**config.mk**
```make
export PLATFORM = sky130hd
export DESIGN_NAME = slpa_framer
export DESIGN_NICKNAME = d
export VERILOG_FILES = /design/src/slpa_pkg.sv /design/src/slpa_framer.sv /design/src/slpa_mclk_div.sv
export VERILOG_INCLUDE_DIRS = /design/src
export SDC_FILE = /design/constraint.sdc
export NUM_CORES = 1
export LEC_CHECK = 0
export ABC_CLOCK_PERIOD_IN_PS = 4000
export BUFFER_PORTS_ARGS = -buffer_cell sky130_fd_sc_hd__buf_4
export CORE_MARGIN = 2
export CORE_UTILIZATION = 51
export DETAILED_ROUTE_END_ITERATION = 6
export GPL_TIMING_DRIVEN = 0
export PLACE_DENSITY_LB_ADDON = 0.25
export SYNTH_ARGS = -nofsm -noshare
export SYNTH_HDL_FRONTEND = slang
export SYNTH_SLANG_ARGS = --single-unit
```
**constraint.sdc**
```tcl
create_clock -name core_clk -period 4 [get_ports core_clk]
set_input_delay 0.6 -clock core_clk [delete_from_list [all_inputs] [get_ports core_clk]]
set_output_delay 0.6 -clock core_clk [all_outputs]
set_load 0.03 [all_outputs]
```
**src/slpa_params.svh**
```systemverilog
// Constants for the serial link payload and audio framer
`ifndef SLPA_PARAMS_SVH
`define SLPA_PARAMS_SVH

// ****************************************************************
// Register map
// ****************************************************************
`define SLPA_ADDR_MCLK_DIV    8'h12
`define SLPA_ADDR_STATUS      8'h13
`define SLPA_MCLK_DIV_RESET   8'h00
`define SLPA_DIV_MSB          6
`define SLPA_SRC_BIT          7
`define SLPA_STAT_READY_BIT   0
`define SLPA_STAT_PARERR_BIT  1

// ****************************************************************
// Packet layout
// ****************************************************************
`define SLPA_NARROW_MASK      29'h001FFFFF
`define SLPA_WIDE_MASK        29'h1FFFFFFF
`define SLPA_ENC_BASE_MASK    29'h0003FFFF
`define SLPA_ENC_WIDE_MASK    29'h07E00000
`define SLPA_N_AUDIO_BIT      21
`define SLPA_N_FCC_BIT        22
`define SLPA_N_PARITY_BIT     23
`define SLPA_W_AUDIO_BIT      29
`define SLPA_W_FCC_BIT        30
`define SLPA_W_PARITY_BIT     31
`define SLPA_MCLK_DATA_BIT    28

// ****************************************************************
// Main clock source multipliers
// ****************************************************************
`define SLPA_MULT_HS_NARROW   4'h3
`define SLPA_MULT_HS_WIDE     4'h4
`define SLPA_MULT_LS_NARROW   4'h6
`define SLPA_MULT_LS_WIDE     4'h8
`define SLPA_MULT_OSC         4'h0

// ****************************************************************
// Timing
// ****************************************************************
`define SLPA_CLK_MHZ          10
`define SLPA_POWERUP_US       500
`define SLPA_LINKCHG_US       350
`define SLPA_POWERUP_CYC      (`SLPA_POWERUP_US * `SLPA_CLK_MHZ)
`define SLPA_LINKCHG_CYC      (`SLPA_LINKCHG_US * `SLPA_CLK_MHZ)

`endif

```
**src/slpa_pkg.sv**
```systemverilog
// Types shared by the serial link payload and audio framer
package slpa_pkg;

	// Reverse control channel availability
	typedef enum logic [1:0] {
		SLPA_RC_POWERUP,
		SLPA_RC_BLANK,
		SLPA_RC_READY
	} slpa_rc_state_t;

endpackage
```
**src/slpa_framer.sv**
```systemverilog
// Serial link payload framer with audio, parity, reverse channel and main clock
//
// Overview of operation
// - Width select low 24-bit, high 32-bit.
// - Encrypt color bits; never sync, valid, control.
// - Audio data encrypted only when carrying audio.
// - Even-parity bit ends each packet.
// - One packet slot carries forward control bit.
// - Reverse channel runs independent of forward control.
// - Reverse channel ready 500us after reset.
// - Reverse channel blanked 350us per link change.
// - Rate range high selects low-speed pixel clocks.
// - Rate range low selects high-speed pixel clocks.
// - Audio 8-192kHz, 4-32 bit words carried.
// - Async audio re-timed onto pixel clock stream.
// - Receive side passes the raw audio slot bit to output.
// - Audio on after reset; off means plain data.
// - Spread spectrum leaves audio rates unchanged.
// - Nonzero divider drives main clock on bit 28.
// - Main clock is source divided by 1-127; a ratio of 1 holds it high.
// - Main clock spread follows its source.
// - Mode select picks half or full duplex.
// - Bit 7 picks pixel multiple or oscillator source.
`timescale 1ns/1ns
`include "slpa_params.svh"

module slpa_framer
	import slpa_pkg::*;
#(
	parameter int POWERUP_CYC = `SLPA_POWERUP_CYC,
	parameter int LINKCHG_CYC = `SLPA_LINKCHG_CYC,
	parameter int TMR_W       = 13
) (
	input  wire logic        core_clk,
	input  wire logic        reset,
	input  wire logic        width_select,
	input  wire logic        rate_range_select,
	input  wire logic        audio_enable,
	input  wire logic        encrypt_enable,
	input  wire logic [31:0] keystream,
	input  wire logic [28:0] din,
	input  wire logic        audio_sd,
	input  wire logic        audio_sck,
	input  wire logic        audio_ws,
	input  wire logic        forward_control_bit,
	output logic      [31:0] tx_packet,
	input  wire logic        link_active,
	input  wire logic        reverse_in,
	output logic             reverse_out,
	output logic             reverse_channel_ready,
	input  wire logic [31:0] rx_packet,
	input  wire logic        rx_valid,
	output logic      [28:0] dout,
	output logic             rx_audio_sd,
	output logic             rx_forward_control_bit,
	output logic             parity_error,
	input  wire logic        control_mode_select,
	output logic             control_full_duplex,
	input  wire logic        reg_write,
	input  wire logic  [7:0] reg_addr,
	input  wire logic  [7:0] reg_wdata,
	output logic       [7:0] reg_rdata,
	output logic             main_clock_source_select,
	output logic       [3:0] source_multiplier
);

	initial begin
		if (POWERUP_CYC < 1 || POWERUP_CYC >= (1 << TMR_W))
			$error("slpa_framer: POWERUP_CYC does not fit TMR_W");
		if (LINKCHG_CYC < 1 || LINKCHG_CYC >= (1 << TMR_W))
			$error("slpa_framer: LINKCHG_CYC does not fit TMR_W");
	end

	// ****************************************************************
	// Functions
	// ****************************************************************

	// Even parity over the bits that precede the parity slot
	function automatic logic slpa_parity(input logic [31:0] pkt, input logic wide);
		logic [31:0] m;
		m = wide ? {1'b0, pkt[30:0]} : {9'h000, pkt[22:0]};
		return ^m;
	endfunction

	// Bits of the parallel word that may be encrypted
	function automatic logic [28:0] slpa_enc_mask(input logic wide);
		return wide ? (`SLPA_ENC_BASE_MASK | `SLPA_ENC_WIDE_MASK) : `SLPA_ENC_BASE_MASK;
	endfunction

	// ****************************************************************
	// Register file
	// ****************************************************************
	logic [7:0] mclk_div_q;
	logic [7:0] mclk_div_d;
	logic [7:0] reg_rdata_q;
	logic [7:0] reg_rdata_d;
	logic       par_err_q;
	logic       par_err_d;
	logic       par_bad;
	logic       rc_ready_q;

	// Divider write, status readback; a parity fault beats a clear
	always_comb begin
		mclk_div_d = mclk_div_q;
		par_err_d  = par_err_q;
		if (reg_write && reg_addr == `SLPA_ADDR_MCLK_DIV) begin
			mclk_div_d = reg_wdata;
		end
		if (reg_write && reg_addr == `SLPA_ADDR_STATUS && reg_wdata[`SLPA_STAT_PARERR_BIT]) begin
			par_err_d = 1'b0;
		end
		if (par_bad) begin
			par_err_d = 1'b1;
		end
		reg_rdata_d = 8'h00;
		case (reg_addr)
			`SLPA_ADDR_MCLK_DIV: reg_rdata_d = mclk_div_q;
			`SLPA_ADDR_STATUS: begin
				reg_rdata_d[`SLPA_STAT_READY_BIT]  = rc_ready_q;
				reg_rdata_d[`SLPA_STAT_PARERR_BIT] = par_err_q;
			end
			default: reg_rdata_d = 8'h00;
		endcase
	end

	// Register flops
	always_ff @(posedge core_clk or posedge reset) begin
		if (reset) begin
			mclk_div_q  <= `SLPA_MCLK_DIV_RESET;
			par_err_q   <= 1'b0;
			reg_rdata_q <= 8'h00;
		end else begin
			mclk_div_q  <= mclk_div_d;
			par_err_q   <= par_err_d;
			reg_rdata_q <= reg_rdata_d;
		end
	end

	// ****************************************************************
	// Audio re-timing
	// ****************************************************************
	logic sck_q;
	logic aud_bit_q;
	logic aud_bit_d;

	// Capture data XOR word select on each bit clock rise and hold it as a pixel-rate
	// stream; the pixel clock must oversample the bit clock for this
	always_comb begin
		aud_bit_d = aud_bit_q;
		if (audio_sck && !sck_q) begin
			aud_bit_d = audio_sd ^ audio_ws;
		end
	end

	// Audio flops
	always_ff @(posedge core_clk or posedge reset) begin
		if (reset) begin
			sck_q     <= 1'b0;
			aud_bit_q <= 1'b0;
		end else begin
			sck_q     <= audio_sck;
			aud_bit_q <= aud_bit_d;
		end
	end

	// ****************************************************************
	// Transmit packet
	// ****************************************************************
	logic [31:0] tx_q;
	logic [31:0] tx_d;
	logic [28:0] data_w;
	logic        aud_slot;

	// Build one packet per pixel clock
	always_comb begin
		// Narrow mode drops inputs above bit 20
		data_w = din & (width_select ? `SLPA_WIDE_MASK : `SLPA_NARROW_MASK);
		if (encrypt_enable) begin
			data_w = data_w ^ (keystream[28:0] & slpa_enc_mask(width_select));
		end
		if (audio_enable) begin
			aud_slot = aud_bit_q ^ (encrypt_enable & keystream[`SLPA_W_AUDIO_BIT]);
		end else begin
			aud_slot = audio_sd;
		end
		tx_d = 32'h00000000;
		if (width_select) begin
			tx_d[28:0]                  = data_w;
			tx_d[`SLPA_W_AUDIO_BIT]     = aud_slot;
			tx_d[`SLPA_W_FCC_BIT]       = forward_control_bit;
			tx_d[`SLPA_W_PARITY_BIT]    = slpa_parity(tx_d, 1'b1);
		end else begin
			tx_d[20:0]                  = data_w[20:0];
			tx_d[`SLPA_N_AUDIO_BIT]     = aud_slot;
			tx_d[`SLPA_N_FCC_BIT]       = forward_control_bit;
			tx_d[`SLPA_N_PARITY_BIT]    = slpa_parity(tx_d, 1'b0);
		end
	end

	// Transmit flop
	always_ff @(posedge core_clk or posedge reset) begin
		if (reset) begin
			tx_q <= 32'h00000000;
		end else begin
			tx_q <= tx_d;
		end
	end

	// ****************************************************************
	// Receive packet
	// ****************************************************************
	logic [28:0] dout_q;
	logic [28:0] dout_d;
	logic        rx_aud_q;
	logic        rx_aud_d;
	logic        rx_fcc_q;
	logic        rx_fcc_d;
	logic        rx_par;
	logic        mclk;

	// Check parity and unpack; bit 28 becomes the main clock when enabled
	always_comb begin
		dout_d   = dout_q;
		rx_aud_d = rx_aud_q;
		rx_fcc_d = rx_fcc_q;
		rx_par   = width_select ? rx_packet[`SLPA_W_PARITY_BIT] : rx_packet[`SLPA_N_PARITY_BIT];
		par_bad  = rx_valid && (slpa_parity(rx_packet, width_select) != rx_par);
		if (rx_valid) begin
			if (width_select) begin
				dout_d   = rx_packet[28:0];
				rx_aud_d = rx_packet[`SLPA_W_AUDIO_BIT];
				rx_fcc_d = rx_packet[`SLPA_W_FCC_BIT];
			end else begin
				dout_d   = {8'h00, rx_packet[20:0]};
				rx_aud_d = rx_packet[`SLPA_N_AUDIO_BIT];
				rx_fcc_d = rx_packet[`SLPA_N_FCC_BIT];
			end
		end
		if (mclk_div_q[`SLPA_DIV_MSB:0] != 7'h00) begin
			dout_d[`SLPA_MCLK_DATA_BIT] = mclk;
		end
	end

	// Receive flops
	always_ff @(posedge core_clk or posedge reset) begin
		if (reset) begin
			dout_q   <= 29'h00000000;
			rx_aud_q <= 1'b0;
			rx_fcc_q <= 1'b0;
		end else begin
			dout_q   <= dout_d;
			rx_aud_q <= rx_aud_d;
			rx_fcc_q <= rx_fcc_d;
		end
	end

	// Main clock divider; the source clock is modelled by core_clk
	slpa_mclk_div #(
		.DIV_W     (7)
	) u_mclk_div (
		.core_clk  (core_clk),
		.reset     (reset),
		.div_value (mclk_div_q[`SLPA_DIV_MSB:0]),
		.mclk      (mclk)
	);

	// ****************************************************************
	// Source select and mode outputs
	// ****************************************************************
	logic       src_sel_q;
	logic [3:0] mult_q;
	logic [3:0] mult_d;
	logic       duplex_q;

	// Source multiple follows rate and width; oscillator ignores both
	always_comb begin
		if (mclk_div_q[`SLPA_SRC_BIT]) begin
			mult_d = `SLPA_MULT_OSC;
		end else if (rate_range_select) begin
			mult_d = width_select ? `SLPA_MULT_LS_WIDE : `SLPA_MULT_LS_NARROW;
		end else begin
			mult_d = width_select ? `SLPA_MULT_HS_WIDE : `SLPA_MULT_HS_NARROW;
		end
	end

	// Mode flops
	always_ff @(posedge core_clk or posedge reset) begin
		if (reset) begin
			src_sel_q <= 1'b0;
			mult_q    <= `SLPA_MULT_OSC;
			duplex_q  <= 1'b0;
		end else begin
			src_sel_q <= mclk_div_q[`SLPA_SRC_BIT];
			mult_q    <= mult_d;
			duplex_q  <= control_mode_select;
		end
	end

	// ****************************************************************
	// Reverse control channel
	// ****************************************************************
	slpa_rc_state_t   rc_q;
	slpa_rc_state_t   rc_d;
	logic [TMR_W-1:0] tmr_q;
	logic [TMR_W-1:0] tmr_d;
	logic             link_q;
	logic             rc_ready_d;
	logic             rev_q;
	logic             rev_d;

	// Hold the channel off after reset and around each link start or stop
	always_comb begin
		rc_d  = rc_q;
		tmr_d = TMR_W'(tmr_q + 1'b1);
		case (rc_q)
			SLPA_RC_POWERUP: begin
				// A late link change outlasts the power-up wait, so blank from it
				if (link_active != link_q && int'(tmr_q) + LINKCHG_CYC >= POWERUP_CYC) begin
					rc_d  = SLPA_RC_BLANK;
					tmr_d = '0;
				end else if (tmr_q >= TMR_W'(POWERUP_CYC - 1)) begin
					rc_d  = SLPA_RC_READY;
					tmr_d = '0;
				end
			end
			SLPA_RC_BLANK: begin
				if (link_active != link_q) begin
					tmr_d = '0;
				end else if (tmr_q >= TMR_W'(LINKCHG_CYC - 1)) begin
					rc_d  = SLPA_RC_READY;
					tmr_d = '0;
				end
			end
			SLPA_RC_READY: begin
				tmr_d = '0;
				if (link_active != link_q) begin
					rc_d = SLPA_RC_BLANK;
				end
			end
			default: begin
				rc_d  = SLPA_RC_POWERUP;
				tmr_d = '0;
			end
		endcase
		rc_ready_d = (rc_d == SLPA_RC_READY);
		// Separate path from the forward control bit; idles high
		rev_d = rc_ready_d ? reverse_in : 1'b1;
	end

	// Reverse channel flops
	always_ff @(posedge core_clk or posedge reset) begin
		if (reset) begin
			rc_q       <= SLPA_RC_POWERUP;
			tmr_q      <= '0;
			link_q     <= 1'b0;
			rc_ready_q <= 1'b0;
			rev_q      <= 1'b1;
		end else begin
			rc_q       <= rc_d;
			tmr_q      <= tmr_d;
			link_q     <= link_active;
			rc_ready_q <= rc_ready_d;
			rev_q      <= rev_d;
		end
	end

	// ****************************************************************
	// Outputs
	// ****************************************************************
	assign tx_packet                = tx_q;
	assign dout                     = dout_q;
	assign rx_audio_sd              = rx_aud_q;
	assign rx_forward_control_bit   = rx_fcc_q;
	assign parity_error             = par_err_q;
	assign reg_rdata                = reg_rdata_q;
	assign reverse_out              = rev_q;
	assign reverse_channel_ready    = rc_ready_q;
	assign main_clock_source_select = src_sel_q;
	assign source_multiplier        = mult_q;
	assign control_full_duplex      = duplex_q;

endmodule // slpa_framer

```
**src/slpa_mclk_div.sv**
```systemverilog
// Audio main clock divider
`timescale 1ns/1ns
`include "slpa_params.svh"

module slpa_mclk_div
	import slpa_pkg::*;
#(
	parameter int DIV_W = 7
) (
	input  wire logic             core_clk,
	input  wire logic             reset,
	input  wire logic [DIV_W-1:0] div_value,
	output logic                  mclk
);

	initial begin
		if (DIV_W < 1 || DIV_W > 16) $error("slpa_mclk_div: DIV_W out of range");
	end

	logic [DIV_W-1:0] cnt_q;
	logic [DIV_W-1:0] cnt_d;
	logic             mclk_q;
	logic             mclk_d;
	logic [DIV_W-1:0] half;

	// Divide by N; high for the first ceil(N/2) cycles of each period
	always_comb begin
		// One spare bit keeps the top ratio from wrapping to a zero half period
		half = DIV_W'(({1'b0, div_value} + 1'b1) >> 1);
		if (div_value == '0 || cnt_q >= DIV_W'(div_value - 1'b1)) begin
			cnt_d = '0;
		end else begin
			cnt_d = DIV_W'(cnt_q + 1'b1);
		end
		// A ratio of one cannot toggle faster than a flop, so it stays high
		mclk_d = (div_value != '0) && (cnt_d < half);
	end

	// Counter and output flops
	always_ff @(posedge core_clk or posedge reset) begin
		if (reset) begin
			cnt_q  <= '0;
			mclk_q <= 1'b0;
		end else begin
			cnt_q  <= cnt_d;
			mclk_q <= mclk_d;
		end
	end

	assign mclk = mclk_q;

endmodule // slpa_mclk_div

```
==> out/results.tsv <==
stage	metric	value	unit
outcome	status	finished, final reports clean	
power	powerDensity	499	nW/um2
timing	tightest_slew	0.809	ns
placement	port_buffers	195	
detailed_routing	dr_total_vias	4666	
floorplanning	start_util	0.523	
timing	period_share	0.860	
timing	max_slew_margin	0.453	
layout	fin_nets	898	
detailed_routing	antenna_left	0	
timing	final-setup-viol-count	0	
logic_synthesis	ys_seq_area_frac	0.476	
logic_synthesis	ys_ff_latch	114	
layout	drive_above_1_share	0.353	
floorplanning	ios	204	
worst_setup_path	path_max_fanout	10	
logic_synthesis	synthTopCellsByCount	dfrtp_1, xnor2_1, nor2_1	
logic_synthesis	synth_top_area_cell	dfrtp_1	
clock_tree	cts_hold_buf	0	
timing	drv_slew	0	
logic_synthesis	async_flop_share	1.00	
detailed_routing	wl_per_cell	15.7	um
detailed_routing	drtPass1Iterations	4	
worst_setup_path	critPathMostFrequentCell	o21ai_0	
global_routing	grt_max_degree	75	
power	power	4.12	mW
floorplanning	die_h	112	um
logic_synthesis	yosysMostFrequentCell	dfrtp_1	
global_routing	grt_use_met2	0.415	
timing	min_period	3.44	ns
floorplanning	fp.dieW	112	um
worst_setup_path	required	4.34	ns
layout	fin_util	0.721	
worst_setup_path	crit_path_end_kind	register	
clock_tree	cts_root_buf	clkbuf_16	
worst_setup_path	max_stage_delay	0.47	ns
power	vdd_drop_max	0.326	mV
worst_setup_path	critPathSlowestCell	or3_1	
clock_tree	insertion_delay	0.41	ns
detailed_routing	drc	0	
timing	fin_skew	0.00641	ns
placement	place_congestion	0.830	
global_routing	grt_pass1_vias	4983	
clock_tree	numCtsBuffers	17	
global_routing	grt_busiest_layer	met2	
worst_setup_path	criticalPathCategory	register to register	
timing	fin_ws	0.559	ns
floorplanning	core-area	11500	um2
logic_synthesis	ys_types	61	
worst_setup_path	cp_num_cells	15	
clock_tree	cts_max_path_buffers	2	
clock_tree	cts_tree	built	
worst_setup_path	worst-r2r-cell-count	15	
logic_synthesis	yosysWarnings	0	
logic_synthesis	synth_area_per_cell	11.2	um2
timing	fmax	0.291	GHz
worst_setup_path	cp_top_family	simple AND/OR/NAND/NOR gates	
flow_run	maxCapViolCount	0	
logic_synthesis	yosys_most_used_dff	dfrtp_1	
power	power_leakage	4.00	nW
global_routing	met3_usage	0.0616	
layout	synthToLayoutAreaGrowth	37.8	%
worst_setup_path	startpoint_type	register	
global_routing	grt_first_pass_wirelength	23700	um
worst_hold_path	min_path_type	primary input to asynchronous set/reset pin	
detailed_routing	routed_wl	14200	um
placement	pre_cts_slack	0.575	ns
worst_setup_path	crit_arrival	3.78	ns
timing	finalHoldViolations	0	
logic_synthesis	synthesis.area	6000	um2
detailed_routing	drt_iter0_drc	203	
logic_synthesis	netlist_instances	534	
clock_tree	cts_sinks	114	
clock_tree	post_cts_buffers	0	
clock_tree	path_clk_slew	0.05	ns
global_routing	antenna_found_initial	0	
placement	dp_hpwl	10900	um
global_routing	track_usage	0.237	
clock_tree	cts_max_level	4	
timing	rsz0062_at_grt	no	
clock_tree	cts_resized	0	
logic_synthesis	yosysTopAreaCellShare	0.471	
worst_setup_path	critPathBufInv	1	
layout	diodes	0	
logic_synthesis	synth_fp_nets	683	
logic_synthesis	synth_edf_count	0	
floorplanning	num_rows	39	
floorplanning	die-area	12600	um2
global_routing	grt-ovfl-total	0	
detailed_routing	vias_per_cell	5.16	
global_routing	met1_usage	0.277	
logic_synthesis	yosys-top-cells-area	dfrtp_1, xnor2_1, mux2_2	
layout	fill_cells	811	
worst_setup_path	path_cells	clkbuf_1, or3_1, nor3_1, xnor2_1, ha_1, o21ai_0, o21ai_1, nor2_1, ha_1, a21oi_1, nor2b_1, o21ai_0, o21ai_0, nor3_1, o41a_1	
[registers in the layout, summed over array words and instances, names as in the netlist]
name	flops
aud_bit_q	1
control_full_duplex	1
main_clock_source_select	1
tmr_q	13
u_mclk_div.mclk	1
rx_forward_control_bit	1
reg_rdata	8
u_mclk_div.cnt_q	7
dout	29
rx_audio_sd	1
source_multiplier	4
reverse_out	1
sck_q	1
rc_q	2
parity_error	1
reverse_channel_ready	1
link_q	1
tx_packet	32
mclk_div_q	8
[report_power, final]
group          total [mW]  switching, mW  internal [mW]
clock network        1.51          0.495           1.01
logic                1.23          0.647          0.582
registers            1.39         0.0979           1.29
[kinds of logic after synthesis]
kind of cell             count (synthesis)  synth area share
AND/OR/NAND/NOR                        146             0.116
XOR/XNOR                               123             0.204
flip-flops                             114             0.476
AO/OA/AOI/OAI                           57            0.0671
buffers and inverters                   36            0.0242
multiplexers                            33            0.0611
adder cells (fa/ha/maj)                 25            0.0521
[placed cells by master, fill, tap and decap left out, types with 10 or more instances in the layout]
cell,count
buf_4,195
dfrtp_1,113
xnor2_1,88
nor2_1,44
nand2_1,39
mux2_2,29
xor2_1,25
ha_1,25
clkbuf_1,20
clkbuf_16,17
nand3_1,13
inv_1,13
a21oi_1,11
and2_1,11
o21ai_0,10
[through the flow]
stage | hold WS (ns) | area, um2 | instances | TNS, ns
after CTS | 0.256 | 8270 | 904 | 0
after detailed placement | 0.492 | 7670 | 873 | 0
after global placement | 0.476 | 7640 | 872 | -91.78
final | 0.253 | 8270 | 904 | 0
after floorplan | 0.441 | 6000 | 534 | 0
after global routing | 0.280 | 8270 | 904 | 0
[layout make-up]
cell class              count  area, um2  area share
inverters                  15       58.8     0.00711
repair buffers            196       1490       0.180
multi-input cells         384       3000       0.363
well taps                 143        179      0.0216
plain buffers              21       88.8      0.0107
flip-flops and latches    114       2850       0.345
clock buffers              27        523      0.0633
clock inverters             4       70.1     0.00848
[final timing paths]
check	from	to	slack, ns
worst min-delay path	reset	dout[23]$_DFFE_PP0P_	0.25
worst min register to register	u_mclk_div.mclk$_DFF_PP0_	dout[28]$_DFFE_PP0P_	0.50
worst max register to register	mclk_div_q[2]$_DFFE_PP0P_	u_mclk_div.mclk$_DFF_PP0_	0.56
max in group asynchronous	reset	sck_q$_DFF_PP0_	3.00
min in group core_clk	control_mode_select	control_full_duplex$_DFF_PP0_	0.30
worst max-delay path	mclk_div_q[2]$_DFFE_PP0P_	u_mclk_div.mclk$_DFF_PP0_	0.56
[routing by layer]
metal  wire (um)  vias to the layer above
li1            -                     2218
met1        5690                     2238
met2        7250                      185
met3         976                       25
met4         303                        0
met5           0                        -
No activity file was read; power rests on OpenSTA's default activity.
